File: src/hdl/ilp_pkg.sv
/*
  Shared types and constants of the link parameter generator: register
  map, reset values, field layouts and the alignment sequence layout.
  Assumes a 32-bit AXI4-Lite register bus and one 125 MHz clock.
*/
package ilp_pkg;

  ////////////////////////////////////////////////////////////////////////
  localparam logic [31:0] REG_CTRL = 32'h0000_0000;
  localparam logic [31:0] REG_DID = 32'h0000_0004;
  localparam logic [31:0] REG_KM1 = 32'h0000_0008;
  localparam logic [31:0] REG_STAT = 32'h0000_000C;

  localparam int CTRL_SCR_BIT = 0;
  localparam int CTRL_ENC_BIT = 1;
  localparam int CTRL_MODE_LSB = 8;
  localparam int STAT_OK_BIT = 0;
  localparam int STAT_BUSY_BIT = 1;
  localparam int STAT_REFUSED_BIT = 2;
  localparam int STAT_CHK_LSB = 8;

  localparam logic [4:0] MODE_RST = 5'h00;
  localparam logic [7:0] DID_RST = 8'h00;
  localparam logic [7:0] KM1_RST = 8'h1F;

  localparam logic [1:0] RESP_OKAY = 2'h0;
  localparam logic [1:0] RESP_SLVERR = 2'h2;

  localparam logic [3:0] ILAS_LAST_IDX = 4'hD;
  localparam logic [2:0] JESDV_VAL = 3'h1;
  localparam logic [2:0] SUBCLASSV_VAL = 3'h1;

  ////////////////////////////////////////////////////////////////////////
  typedef enum logic [1:0] {
    ILP_IDLE = 2'b01,
    ILP_SEND = 2'b10
  } ilp_state_t;

  // Transport format of the selected mode, counts held as value minus one
  typedef struct packed {
    logic mode_ok;
    logic [4:0] lanes_m1;
    logic [7:0] conv_m1;
    logic [7:0] octets_m1;
    logic [4:0] samples_m1;
    logic [4:0] res_m1;
    logic [4:0] bits_m1;
    logic [1:0] cs;
    logic hd;
  } ilp_tport_t;

  typedef struct packed {
    logic [7:0] did;
    logic [3:0] adjcnt;
    logic [3:0] bid;
    logic adjdir;
    logic phadj;
    logic [4:0] lid;
    logic scr;
    logic [4:0] l_m1;
    logic [7:0] f_m1;
    logic [7:0] k_m1;
    logic [7:0] m_m1;
    logic [1:0] cs;
    logic [4:0] n_m1;
    logic [2:0] subclassv;
    logic [4:0] np_m1;
    logic [2:0] jesdv;
    logic [4:0] s_m1;
    logic hd;
    logic [4:0] cf;
    logic [7:0] res1;
    logic [7:0] res2;
  } ilp_fields_t;

endpackage

File: src/hdl/ilp_checksum.sv
/*
  Alignment sequence checksum: modulo-256 sum of every field value.
  Combinational; fields arrive already encoded as sent on the link.
*/
`timescale 1ns/1ps
module ilp_checksum (
  input ilp_pkg::ilp_fields_t fields,
  output logic [7:0] chk
);
  import ilp_pkg::*;

  // Field values are summed, not octets, so packing bits never count
  always_comb begin
    chk = fields.did;
    chk = chk + {4'h0, fields.adjcnt} + {4'h0, fields.bid};
    chk = chk + {7'h00, fields.adjdir} + {7'h00, fields.phadj};
    chk = chk + {3'h0, fields.lid} + {7'h00, fields.scr};
    chk = chk + {3'h0, fields.l_m1} + fields.f_m1 + fields.k_m1;
    chk = chk + fields.m_m1 + {6'h00, fields.cs} + {3'h0, fields.n_m1};
    chk = chk + {5'h00, fields.subclassv} + {3'h0, fields.np_m1};
    chk = chk + {5'h00, fields.jesdv} + {3'h0, fields.s_m1};
    chk = chk + {7'h00, fields.hd} + {3'h0, fields.cf};
    chk = chk + fields.res1 + fields.res2;
  end

endmodule

File: src/hdl/ilp_link_param_gen.sv
/*
  Link parameter generator: builds the link configuration data sent in
  the initial lane alignment sequence and the transport format used in
  both encodings. Registers over AXI4-Lite, octets out on a
  valid/ready stream. Assumes one clock, synchronous active-low reset.
*/
`timescale 1ns/1ps
module ilp_link_param_gen (
  input wire logic ref_clk,
  input wire logic rst_n,
  input wire logic [31:0] s_axi_awaddr,
  input wire logic s_axi_awvalid,
  output logic s_axi_awready,
  input wire logic [31:0] s_axi_wdata,
  input wire logic [3:0] s_axi_wstrb,
  input wire logic s_axi_wvalid,
  output logic s_axi_wready,
  output logic [1:0] s_axi_bresp,
  output logic s_axi_bvalid,
  input wire logic s_axi_bready,
  input wire logic [31:0] s_axi_araddr,
  input wire logic s_axi_arvalid,
  output logic s_axi_arready,
  output logic [31:0] s_axi_rdata,
  output logic [1:0] s_axi_rresp,
  output logic s_axi_rvalid,
  input wire logic s_axi_rready,
  input wire logic ilas_req,
  input wire logic [3:0] ilas_lane,
  output logic ilas_busy,
  output logic cfg_valid,
  output logic [7:0] cfg_octet,
  output logic [3:0] cfg_index,
  output logic cfg_last,
  input wire logic cfg_ready,
  output logic enc_64b66b,
  output ilp_pkg::ilp_tport_t tport
);
  import ilp_pkg::*;

  typedef struct packed {
    ilp_state_t state;
    logic awready;
    logic wready;
    logic aw_have;
    logic w_have;
    logic [31:0] waddr;
    logic [31:0] wdata;
    logic [3:0] wstrb;
    logic bvalid;
    logic [1:0] bresp;
    logic arready;
    logic rvalid;
    logic [1:0] rresp;
    logic [31:0] rdata;
    logic scr;
    logic enc64;
    logic [4:0] mode;
    logic [7:0] did;
    logic [7:0] km1;
    logic refused;
    logic busy;
    ilp_tport_t tport;
    ilp_fields_t fields;
    logic [7:0] chk;
    logic [3:0] idx;
    logic cfg_valid;
    logic [7:0] cfg_octet;
    logic [3:0] cfg_index;
    logic cfg_last;
  } ilp_top_st_t;

  ilp_top_st_t st_ff;
  ilp_top_st_t nxt_st;
  ilp_tport_t live_tport;
  ilp_fields_t live_fields;
  logic [7:0] live_chk;
  logic [4:0] lanes;
  logic [4:0] lane_wide;
  logic lane_ok;
  logic [4:0] lane_id;

  ////////////////////////////////////////////////////////////////////////
  function automatic logic [31:0] merge(input logic [31:0] old,
                                        input logic [31:0] wd,
                                        input logic [3:0] strb);
    logic [31:0] r;
    r = old;
    for (int b = 0; b < 4; b++) begin
      if (strb[b]) begin
        r[b*8 +: 8] = wd[b*8 +: 8];
      end
    end
    return r;
  endfunction

  function automatic logic [31:0] ctrl_word(input ilp_top_st_t s);
    logic [31:0] w;
    w = 32'h0000_0000;
    w[CTRL_SCR_BIT] = s.scr;
    w[CTRL_ENC_BIT] = s.enc64;
    w[CTRL_MODE_LSB +: 5] = s.mode;
    return w;
  endfunction

  // Octet layout of the link configuration data
  function automatic logic [7:0] octet_of(input ilp_fields_t f,
                                          input logic [7:0] chk,
                                          input logic [3:0] i);
    case (i)
      4'h0: octet_of = f.did;
      4'h1: octet_of = {f.adjcnt, f.bid};
      4'h2: octet_of = {1'b0, f.adjdir, f.phadj, f.lid};
      4'h3: octet_of = {f.scr, 2'h0, f.l_m1};
      4'h4: octet_of = f.f_m1;
      4'h5: octet_of = f.k_m1;
      4'h6: octet_of = f.m_m1;
      4'h7: octet_of = {f.cs, 1'b0, f.n_m1};
      4'h8: octet_of = {f.subclassv, f.np_m1};
      4'h9: octet_of = {f.jesdv, f.s_m1};
      4'hA: octet_of = {f.hd, 2'h0, f.cf};
      4'hB: octet_of = f.res1;
      4'hC: octet_of = f.res2;
      4'hD: octet_of = chk;
      default: octet_of = 8'h00;
    endcase
  endfunction

  ////////////////////////////////////////////////////////////////////////
  // Format follows the mode code in both encodings
  ilp_mode_table u_table (
    .link_mode_select(st_ff.mode),
    .tport(live_tport)
  );

  // Lanes 0..L-1 are the first link, L..2L-1 the second
  assign lanes = 5'(live_tport.lanes_m1 + 5'h01);
  assign lane_wide = {1'b0, ilas_lane};
  assign lane_ok = {1'b0, lane_wide} < {lanes, 1'b0};
  assign lane_id = (lane_wide >= lanes) ? 5'(lane_wide - lanes) : lane_wide;

  always_comb begin
    live_fields = '0;
    live_fields.did = st_ff.did;
    live_fields.adjcnt = 4'h0;
    live_fields.adjdir = 1'b0;
    live_fields.phadj = 1'b0;
    live_fields.bid = 4'h0;
    live_fields.cf = 5'h00;
    live_fields.lid = lane_id;
    live_fields.scr = st_ff.scr;
    live_fields.k_m1 = st_ff.km1;
    live_fields.l_m1 = live_tport.lanes_m1;
    live_fields.f_m1 = live_tport.octets_m1;
    // Converter count, not channels in use
    live_fields.m_m1 = live_tport.conv_m1;
    live_fields.n_m1 = live_tport.res_m1;
    live_fields.np_m1 = live_tport.bits_m1;
    live_fields.s_m1 = live_tport.samples_m1;
    // Real control bits and split samples still shape the transport
    live_fields.cs = 2'h0;
    live_fields.hd = 1'b0;
    live_fields.jesdv = JESDV_VAL;
    live_fields.subclassv = SUBCLASSV_VAL;
    live_fields.res1 = 8'h00;
    live_fields.res2 = 8'h00;
  end

  ilp_checksum u_chk (
    .fields(live_fields),
    .chk(live_chk)
  );

  ////////////////////////////////////////////////////////////////////////
  always_comb begin
    logic [31:0] w;
    logic start;
    w = 32'h0000_0000;
    start = 1'b0;
    nxt_st = st_ff;
    nxt_st.tport = live_tport;

    // Write address and data are taken in either order
    if (st_ff.awready && s_axi_awvalid) begin
      nxt_st.aw_have = 1'b1;
      nxt_st.waddr = s_axi_awaddr;
    end
    if (st_ff.wready && s_axi_wvalid) begin
      nxt_st.w_have = 1'b1;
      nxt_st.wdata = s_axi_wdata;
      nxt_st.wstrb = s_axi_wstrb;
    end
    if (st_ff.bvalid && s_axi_bready) begin
      nxt_st.bvalid = 1'b0;
    end
    if (nxt_st.aw_have && nxt_st.w_have) begin
      nxt_st.aw_have = 1'b0;
      nxt_st.w_have = 1'b0;
      nxt_st.bvalid = 1'b1;
      nxt_st.bresp = RESP_OKAY;
      case (nxt_st.waddr)
        REG_CTRL: begin
          w = merge(ctrl_word(st_ff), nxt_st.wdata, nxt_st.wstrb);
          nxt_st.scr = w[CTRL_SCR_BIT];
          nxt_st.enc64 = w[CTRL_ENC_BIT];
          nxt_st.mode = w[CTRL_MODE_LSB +: 5];
        end
        REG_DID: begin
          w = merge({24'h000000, st_ff.did}, nxt_st.wdata, nxt_st.wstrb);
          nxt_st.did = w[7:0];
        end
        REG_KM1: begin
          w = merge({24'h000000, st_ff.km1}, nxt_st.wdata, nxt_st.wstrb);
          nxt_st.km1 = w[7:0];
        end
        REG_STAT: begin
          if (nxt_st.wstrb[0] && nxt_st.wdata[STAT_REFUSED_BIT]) begin
            nxt_st.refused = 1'b0;
          end
        end
        default: nxt_st.bresp = RESP_SLVERR;
      endcase
    end
    nxt_st.awready = !nxt_st.aw_have && !nxt_st.bvalid;
    nxt_st.wready = !nxt_st.w_have && !nxt_st.bvalid;

    // Read channel
    if (st_ff.rvalid && s_axi_rready) begin
      nxt_st.rvalid = 1'b0;
    end
    if (st_ff.arready && s_axi_arvalid) begin
      nxt_st.rvalid = 1'b1;
      nxt_st.rresp = RESP_OKAY;
      nxt_st.rdata = 32'h0000_0000;
      case (s_axi_araddr)
        REG_CTRL: nxt_st.rdata = ctrl_word(st_ff);
        REG_DID: nxt_st.rdata = {24'h000000, st_ff.did};
        REG_KM1: nxt_st.rdata = {24'h000000, st_ff.km1};
        REG_STAT: begin
          nxt_st.rdata[STAT_OK_BIT] = st_ff.tport.mode_ok;
          nxt_st.rdata[STAT_BUSY_BIT] = st_ff.busy;
          nxt_st.rdata[STAT_REFUSED_BIT] = st_ff.refused;
          nxt_st.rdata[STAT_CHK_LSB +: 8] = st_ff.chk;
        end
        default: nxt_st.rresp = RESP_SLVERR;
      endcase
    end
    nxt_st.arready = !nxt_st.rvalid;

    ////////////////////////////////////////////////////////////////////////
    // Alignment sequence: fields are frozen at start so that register
    // writes during a sequence cannot tear the octets against the checksum
    case (st_ff.state)
      ILP_IDLE: begin
        // 64B/66B sends no sequence
        if (ilas_req && !st_ff.enc64 && live_tport.mode_ok && lane_ok) begin
          start = 1'b1;
          nxt_st.state = ILP_SEND;
          nxt_st.busy = 1'b1;
          nxt_st.fields = live_fields;
          nxt_st.chk = live_chk;
          nxt_st.idx = 4'h0;
          nxt_st.cfg_valid = 1'b1;
          nxt_st.cfg_octet = octet_of(live_fields, live_chk, 4'h0);
          nxt_st.cfg_index = 4'h0;
          nxt_st.cfg_last = 1'b0;
        end
      end
      ILP_SEND: begin
        if (cfg_ready) begin
          if (st_ff.idx == ILAS_LAST_IDX) begin
            nxt_st.state = ILP_IDLE;
            nxt_st.busy = 1'b0;
            nxt_st.cfg_valid = 1'b0;
            nxt_st.cfg_last = 1'b0;
          end else begin
            nxt_st.idx = 4'(st_ff.idx + 4'h1);
            nxt_st.cfg_octet = octet_of(st_ff.fields, st_ff.chk,
                                        nxt_st.idx);
            nxt_st.cfg_index = nxt_st.idx;
            nxt_st.cfg_last = nxt_st.idx == ILAS_LAST_IDX;
          end
        end
      end
      default: begin
        nxt_st.state = ILP_IDLE;
        nxt_st.busy = 1'b0;
        nxt_st.cfg_valid = 1'b0;
      end
    endcase

    // Placed after the register write so a refusal beats a clear
    if (ilas_req && !start) begin
      nxt_st.refused = 1'b1;
    end
  end

  always_ff @(posedge ref_clk) begin
    if (!rst_n) begin
      st_ff <= '0;
      st_ff.state <= ILP_IDLE;
      st_ff.mode <= MODE_RST;
      st_ff.did <= DID_RST;
      st_ff.km1 <= KM1_RST;
    end else begin
      st_ff <= nxt_st;
    end
  end

  ////////////////////////////////////////////////////////////////////////
  assign s_axi_awready = st_ff.awready;
  assign s_axi_wready = st_ff.wready;
  assign s_axi_bresp = st_ff.bresp;
  assign s_axi_bvalid = st_ff.bvalid;
  assign s_axi_arready = st_ff.arready;
  assign s_axi_rdata = st_ff.rdata;
  assign s_axi_rresp = st_ff.rresp;
  assign s_axi_rvalid = st_ff.rvalid;
  assign ilas_busy = st_ff.busy;
  assign cfg_valid = st_ff.cfg_valid;
  assign cfg_octet = st_ff.cfg_octet;
  assign cfg_index = st_ff.cfg_index;
  assign cfg_last = st_ff.cfg_last;
  assign enc_64b66b = st_ff.enc64;
  assign tport = st_ff.tport;

endmodule

File: src/hdl/ilp_mode_table.sv
/*
  Operating-mode lookup: turns the link mode code into the transport
  format. Purely combinational; the caller registers the result.
*/
`timescale 1ns/1ps
module ilp_mode_table (
  input wire logic [4:0] link_mode_select,
  output ilp_pkg::ilp_tport_t tport
);
  import ilp_pkg::*;

  function automatic ilp_tport_t entry(
    input logic [7:0] l, input logic [7:0] m, input logic [7:0] f,
    input logic [7:0] s, input logic [7:0] n, input logic [7:0] np,
    input logic [1:0] cs, input logic hd);
    ilp_tport_t t;
    t.mode_ok = 1'b1;
    t.lanes_m1 = 5'(l - 8'h01);
    t.conv_m1 = 8'(m - 8'h01);
    t.octets_m1 = 8'(f - 8'h01);
    t.samples_m1 = 5'(s - 8'h01);
    t.res_m1 = 5'(n - 8'h01);
    t.bits_m1 = 5'(np - 8'h01);
    t.cs = cs;
    t.hd = hd;
    return t;
  endfunction

  // Reserved codes give mode_ok low, which blocks any alignment sequence
  always_comb begin
    tport = '0;
    case (link_mode_select)
      5'h00, 5'h02: tport = entry(8'h04, 8'h04, 8'h08, 8'h05, 8'h0C,
                                  8'h0C, 2'h0, 1'b0);
      5'h01, 5'h03: tport = entry(8'h08, 8'h08, 8'h08, 8'h05, 8'h0C,
                                  8'h0C, 2'h0, 1'b0);
      5'h05, 5'h07: tport = entry(8'h04, 8'h01, 8'h01, 8'h04, 8'h08,
                                  8'h08, 2'h0, 1'b0);
      5'h06, 5'h08: tport = entry(8'h08, 8'h01, 8'h01, 8'h08, 8'h08,
                                  8'h08, 2'h0, 1'b0);
      5'h0A, 5'h0E: tport = entry(8'h02, 8'h02, 8'h02, 8'h01, 8'h0F,
                                  8'h10, 2'h1, 1'b0);
      5'h0B, 5'h0F: tport = entry(8'h04, 8'h02, 8'h02, 8'h02, 8'h0F,
                                  8'h10, 2'h1, 1'b0);
      5'h0C, 5'h10: tport = entry(8'h08, 8'h02, 8'h02, 8'h04, 8'h0F,
                                  8'h10, 2'h1, 1'b0);
      5'h0D: tport = entry(8'h01, 8'h02, 8'h04, 8'h01, 8'h0F, 8'h10,
                           2'h1, 1'b0);
      5'h13, 5'h14: tport = entry(8'h06, 8'h01, 8'h02, 8'h08, 8'h0C,
                                  8'h0C, 2'h0, 1'b1);
      5'h15, 5'h18: tport = entry(8'h02, 8'h01, 8'h02, 8'h02, 8'h0F,
                                  8'h10, 2'h1, 1'b0);
      5'h16, 5'h1A: tport = entry(8'h04, 8'h01, 8'h02, 8'h04, 8'h0F,
                                  8'h10, 2'h1, 1'b0);
      5'h17: tport = entry(8'h01, 8'h01, 8'h02, 8'h01, 8'h0F, 8'h10,
                           2'h1, 1'b0);
      5'h19, 5'h1B: tport = entry(8'h08, 8'h01, 8'h02, 8'h08, 8'h0F,
                                  8'h10, 2'h1, 1'b0);
      default: tport = '0;
    endcase
  end

endmodule

File: config.mk
export PLATFORM = sky130hd
export DESIGN_NAME = ilp_link_param_gen
export DESIGN_NICKNAME = d
export VERILOG_FILES = /design/src/hdl/ilp_pkg.sv /design/src/hdl/ilp_checksum.sv /design/src/hdl/ilp_link_param_gen.sv /design/src/hdl/ilp_mode_table.sv
export SDC_FILE = /design/constraint.sdc
export NUM_CORES = 1
export LEC_CHECK = 0
export BUFFER_PORTS_ARGS = -buffer_cell sky130_fd_sc_hd__buf_2
export CORE_ASPECT_RATIO = 0.7
export CORE_MARGIN = 4
export CORE_UTILIZATION = 48
export DETAILED_ROUTE_END_ITERATION = 16
export HOLD_SLACK_MARGIN = 0.1
export PLACE_DENSITY_LB_ADDON = 0.1
export SYNTH_ARGS = -nofsm -noshare
export SYNTH_HDL_FRONTEND = slang
export SYNTH_HIERARCHICAL = 1
export SYNTH_SLANG_ARGS = --single-unit
File: constraint.sdc
create_clock -name ref_clk -period 7.2 [get_ports ref_clk]
set_input_delay 0.36 -clock ref_clk [delete_from_list [all_inputs] [get_ports ref_clk]]
set_output_delay 0.36 -clock ref_clk [all_outputs]
set_load 0.02 [all_outputs]
## After elaboration in Yosys (flattened, before gate mapping)

Memory sizes are Yosys's and may differ from the RTL's. A register that Yosys moved wholly into a read port is not among the register bits.
Cells that the tools add are included.

- Register bits: 231
- ROM bits: 736
- Input port bits: 113
- Output and inout bits: 97
- Word-level logic and storage cells: 164
- Memories: 1

Memory list:

| name | depth | bits a word | rd ports | clocked after memory_dff | write ports | RTL line | RTL |
|---|---|---|---|---|---|---|---|
| (name not given) | 32 | 23 | 1 | 1 | 0 | ilp_mode_table.sv:32 | `case (link_mode_select)` |

- Add/sub/neg operators: 14
- Order comparisons: 2
- Equal/unequal tests: 22
- Multiplexer cells: 40
- Reduce and logical (&&, ||, !) cells: 37

Operators by type and width:

| cell | number |
|---|---|
| 32-bit by 4-bit == test with 1-bit output, second input constant | 4 |
| 8-bit case mux with 10 select lines | 1 |
| 32-bit by 3-bit == test with 1-bit output, second input constant | 2 |
| 32-bit zero test | 2 |
| 8-bit by 5-bit adder with 8-bit output | 5 |
| 18-bit two-way mux | 2 |
| 35-bit two-way mux | 1 |
| 32-bit two-way mux | 1 |
| 13-bit case mux with 2 select lines | 1 |
| 8-bit adder | 3 |
| 3-bit AND reduction | 7 |
| 20-bit two-way mux | 1 |
| 8-bit by 1-bit adder with 8-bit output, second input constant | 2 |
| 4-bit by 3-bit == test with 1-bit output, second input constant | 4 |
| 4-bit == test, second input constant | 4 |
| 8-bit case mux with 2 select lines | 1 |
| 5-bit two-way mux | 3 |
| 1-bit two-way mux | 14 |
| 1-bit logical AND | 13 |
| 12-bit two-way mux | 1 |
| 2-bit two-way mux | 6 |
| 3-bit case mux with 4 select lines | 1 |
| 5-bit case mux with 2 select lines | 1 |
| 8-bit by 1-bit adder with 8-bit output | 1 |
| 20 further kinds | 34 |

## Depth between registers and ports, before layout

- Word-level depth: 14
- Gate-level depth with buffers: 33

## Hierarchy

The synthesis kept the hierarchy.

By module, submodules not included:

| module | instances | cells an instance | area an instance (µm²) |
|---|---|---|---|
| ilp_link_param_gen | 1 | 1075 | 9816.9 |
| ilp_checksum | 1 | 261 | 2456.1 |
| ilp_mode_table | 1 | 109 | 728.2 |

## Least setup slack after synthesis

Ideal clock, no wire load.

- Path type: reg-to-reg
- Start: reg, netlist name st_ff[182]
- End: reg st_ff[25] in the netlist's numbering
- Library setup time: 0.128 ns
- Arrival: 7.196 ns
- Required time: 7.072 ns
- Setup slack: -0.124 ns
- Stages on the path, launching flop included: 31
- Period minus slack after synthesis: 7.324 ns
- Path through: dfxtp_1 -> inv_1 -> ha_1 -> inv_1 -> o311ai_1 -> o21ai_1 -> ha_1 -> xor2_2 -> a221oi_2 -> o21ai_2 -> a21oi_2 -> mux2_4 -> inv_1 -> fa_1 -> fa_1 -> inv_1 -> fa_1 -> fa_1 -> fa_1 -> inv_1 -> fa_1 -> inv_1 -> ha_1 -> nor2b_1 -> o21ai_0 -> a21boi_0 -> o21ai_0 -> a21oi_1 -> xnor2_1 -> mux2i_1 -> nor2_1

RTL lines:

| what | RTL line | RTL |
|---|---|---|
| end signal, assigned | ilp_link_param_gen.sv:306 | `st_ff <= nxt_st;` |
| end, declared | ilp_link_param_gen.sv:73 | `ilp_top_st_t st_ff;` |

==> impl_results.md <==
- WL per Instance: 17.3 um
- Via count: 10.1k
- Post-synth EDFFs: 0
- PwrDens: 324 nW/um^2
- Largest family of logic cells by synthesized area: simple AND/OR/NAND/NOR gates
- Initial antenna violation count: 1
- Syn avg cell area: 9.00 um^2
- Post-synthesis adder-cell area fraction: 0.144
- Most frequent cells in the layout: dfxtp_1 (214), buf_2 (170), inv_1 (147), nand2_1 (124), nor2_1 (113)
- Tmin final: 7.00 ns
- Unrepaired setup endpoints after global routing: yes
- Final ANT Viol Nets: 0
- Leakage power: 0.00687 uW
- Slowest cell on crit path: fa_1
- Clk buf depth: 3
- Synth-to-Final Area Change: 18.7%
- Detailed placement HPWL: 25400 um
- Post-synth ARST share: 0
- Clock slew at reported path FFs: 0.06 ns
- Core region area: 26700 um^2
- Number of global-route vias before repair: 9837
- Start point of the critical path: st_ff[182]$_SDFFE_PN0P_
- Total wire length: 34900 um
- # diodes: 0
- Setup Viol. Count Final: 0
- Final Worst Setup Slack: 0.201 ns
- Xor and xnor fraction of the mapped netlist area: 0.0226
- # rows: 50
- Final net count: 1858
- H-Tree Depth: 1
- Rel. slew slack: 0.362
- Pins Over Slew Limit: 0
- CTS tree: yes
- Die Span Y: 146 um
- Number of cells on the worst reg-to-reg path: 33
- Yosys warns: 6
- Die ar.: 29800 um^2
- Final worst-path cycle share: 0.972
- Startpoint class of the critical path: flop
- CTS buffer count: 24
- Commonest non-fill, non-tap cell in the layout: dfxtp_1
- Buf+Inv Stages, Crit Path: 10
- RePlAce Congestion: 0.889
- Fmax: 0.143 GHz
- Max_cap viols: 0
- I/O pin count: 210
- CP Depth: 33
- Drt initial violations: 621
- Final hold violation count: 0
- Die width: 205 um
- Crit-path max FO: 6
- Setup TNS: 0 ns
- First-pass iteration count of the detailed router: 8
- Min-delay worst type: in2reg
- Clk_skew: 0.0240 ns
- Clk Tree Root Cell: clkbuf_16
- RR Startpoint: st_ff[182]$_SDFFE_PN0P_
- Cell Area, Synth: 13000 um^2
- PnR Total Power: 5000 uW
- PortBufs: 170
- Largest net degree at the start of global routing: 93
- CP Class: reg2reg
- CTS sink count: 218
- Ys flop type: dfxtp_1
- WP data arrival: 7.38 ns
- Clock latency on the worst-skew pair: 0.54 ns
- Synth Area in Compound Gates: 0.124
- Flop-to-flop setup slack: 0.20 ns
- Capturing point of the worst reg2reg path: st_ff[24]$_SDFFE_PN0P_
- Worst setup endpoint: st_ff[24]$_SDFFE_PN0P_
- Most frequent CP cell: fa_1
- Final std cell area, no fill: 15400 um^2
- Initial Utilization: 0.487
- GRT Resource Usage Total: 0.226
- Post-synthesis sequential area ratio: 0.336
- Post-DP Area: 13900 um^2
- Status: completed
- Syn Inst Count: 1445
- Worst path required time: 7.58 ns
- Synth Area in Simple Gates: 0.150
- Avg Vias per Cell: 5.02
- First-pass GRT wire length: 54200 um
- CP peak stage delay: 0.55 ns
- Mux contribution to synthesized area: 0.0832
- Remaining DRCs: 0
- Layout cells sized above 1: 0.242
- GRT overflow: 0
- CP delay by family, top: adder cells
- Count of unique library cells instantiated by Yosys: 80
- Post-place setup slack: -0.274 ns
- Critical Path End Type: flop
- #FFs+latches synth: 218
- Worst Tran Pin Value: 0.958 ns
- VDD IR max: 0.322 mV
## per-layer routing
metal / wire (um) / up-vias / global-route usage
met5: 0 / - / 0
met4: 512 / 0 / 0.0345
met3: 1580 / 34 / 0.0339
met2: 15900 / 215 / 0.349
met1: 16900 / 4897 / 0.345
li1: - / 4997 / -
## synthesized netlist by cell type (all sizes together), types with 4 or more instances
master	count	area, um^2
nand4	7	43.8
nand2b	14	87.6
xor2	6	60.1
ha	30	375
o211ai	6	45.0
a22o	7	61.3
a221oi	6	58.8
inv	162	608
a31oi	8	56.3
a211oi	12	105
xnor2	25	234
a32oi	6	52.6
nor2	116	435
nor3	8	40.0
a21o	5	37.5
and2	53	332
and3	6	37.5
a31o	11	96.4
or2	8	50.1
mux2	18	206
nor2b	16	105
fa	75	1500
nand3	19	100
nor4	24	150
mux2i	83	831
nand2	126	473
buf	141	1040
a222oi	8	80.1
dfxtp	218	4360
o21ai	30	158
a22oi	18	135
clkbuf	42	158
o22ai	4	25.0
a21oi	76	384
## sequential cells by signal, indices dropped and copies added (netlist names)
signal         cells
cfg_last           1
cfg_octet          8
enc_64b66b         1
live_fields       17
s_axi_arready      1
s_axi_awready      1
s_axi_bresp        1
s_axi_bvalid       1
s_axi_rdata       16
s_axi_rresp        1
s_axi_rvalid       1
s_axi_wready       1
st_ff            128
tport             40
## worst reg2reg max path, delay by kind of cell, from the launching register on
kind | cells | cell delay, ns
AO/OA/AOI/OAI | 9 | 1.51
adder cells (fa/ha/maj) | 9 | 3.58
flip-flops | 1 | 0.36
XOR/XNOR | 1 | 0.08
AND/OR/NAND/NOR | 3 | 0.30
buffers and inverters | 10 | 0.93
multiplexers | 1 | 0.12
## power breakdown
group,internal (uW),switching (uW)
registers,1270,41.6
logic,1200,1240
clock network,729,521
## area by class of cell
class / count / area [um^2]
Multi-Input combinational cell: 956 / 7420
Sequential cell: 218 / 4370
Timing Repair Buffer: 278 / 1770
Clock buffer: 31 / 667
Fill cell: 2422 / 11300
Tap cell: 364 / 455
Clock inverter: 10 / 129
Inverter: 162 / 618
## repair_timing
item	in CTS	in global routing
hold buffers	32	0
endpoints found under the hold margin	32	0
endpoints found under the setup margin	4	5
buffers inserted	5	6
pin swaps	22	39
gates resized for setup	27	55
## stage by stage
step | hold slack [ns] | utilization | std cells
final | 0.118 | 0.578 | 2019
after global routing | 0.121 | 0.578 | 2019
after CTS | 0.101 | 0.568 | 2014
after detailed placement | 0.446 | 0.520 | 1936
after global placement | 0.442 | 0.520 | 1936
after floorplan | 0.423 | - | 1519
## kinds of logic after synthesis
group                      count (synthesis)
muxes                                    103
adders and majority gates                105
DFF                                      218
buffers and inverters                    345
and+or+nand+nor                          409
other                                      3
xor gates and xnor gates                  31
AOI/OAI and AO/OA                        231
## worst min-delay path by stage
stage,slack [ns],to,cells after the start,from
5_1_grt,0.12,s_axi_rvalid$_SDFF_PN0_,3,s_axi_rready
3_5_place_dp,0.45,s_axi_rdata[0]$_SDFFE_PN0P_,2,s_axi_rdata[0]$_SDFFE_PN0P_
4_1_cts,0.10,s_axi_rvalid$_SDFF_PN0_,3,s_axi_rready
2_1_floorplan,0.42,s_axi_awready$_SDFF_PN0_,1,st_ff[297]$_SDFF_PN0_
6_report,0.12,s_axi_rvalid$_SDFF_PN0_,3,s_axi_rready
3_3_place_gp,0.44,st_ff[282]$_SDFF_PN0_,2,st_ff[282]$_SDFF_PN0_
Note: power is estimated with default switching activity, not from simulation.
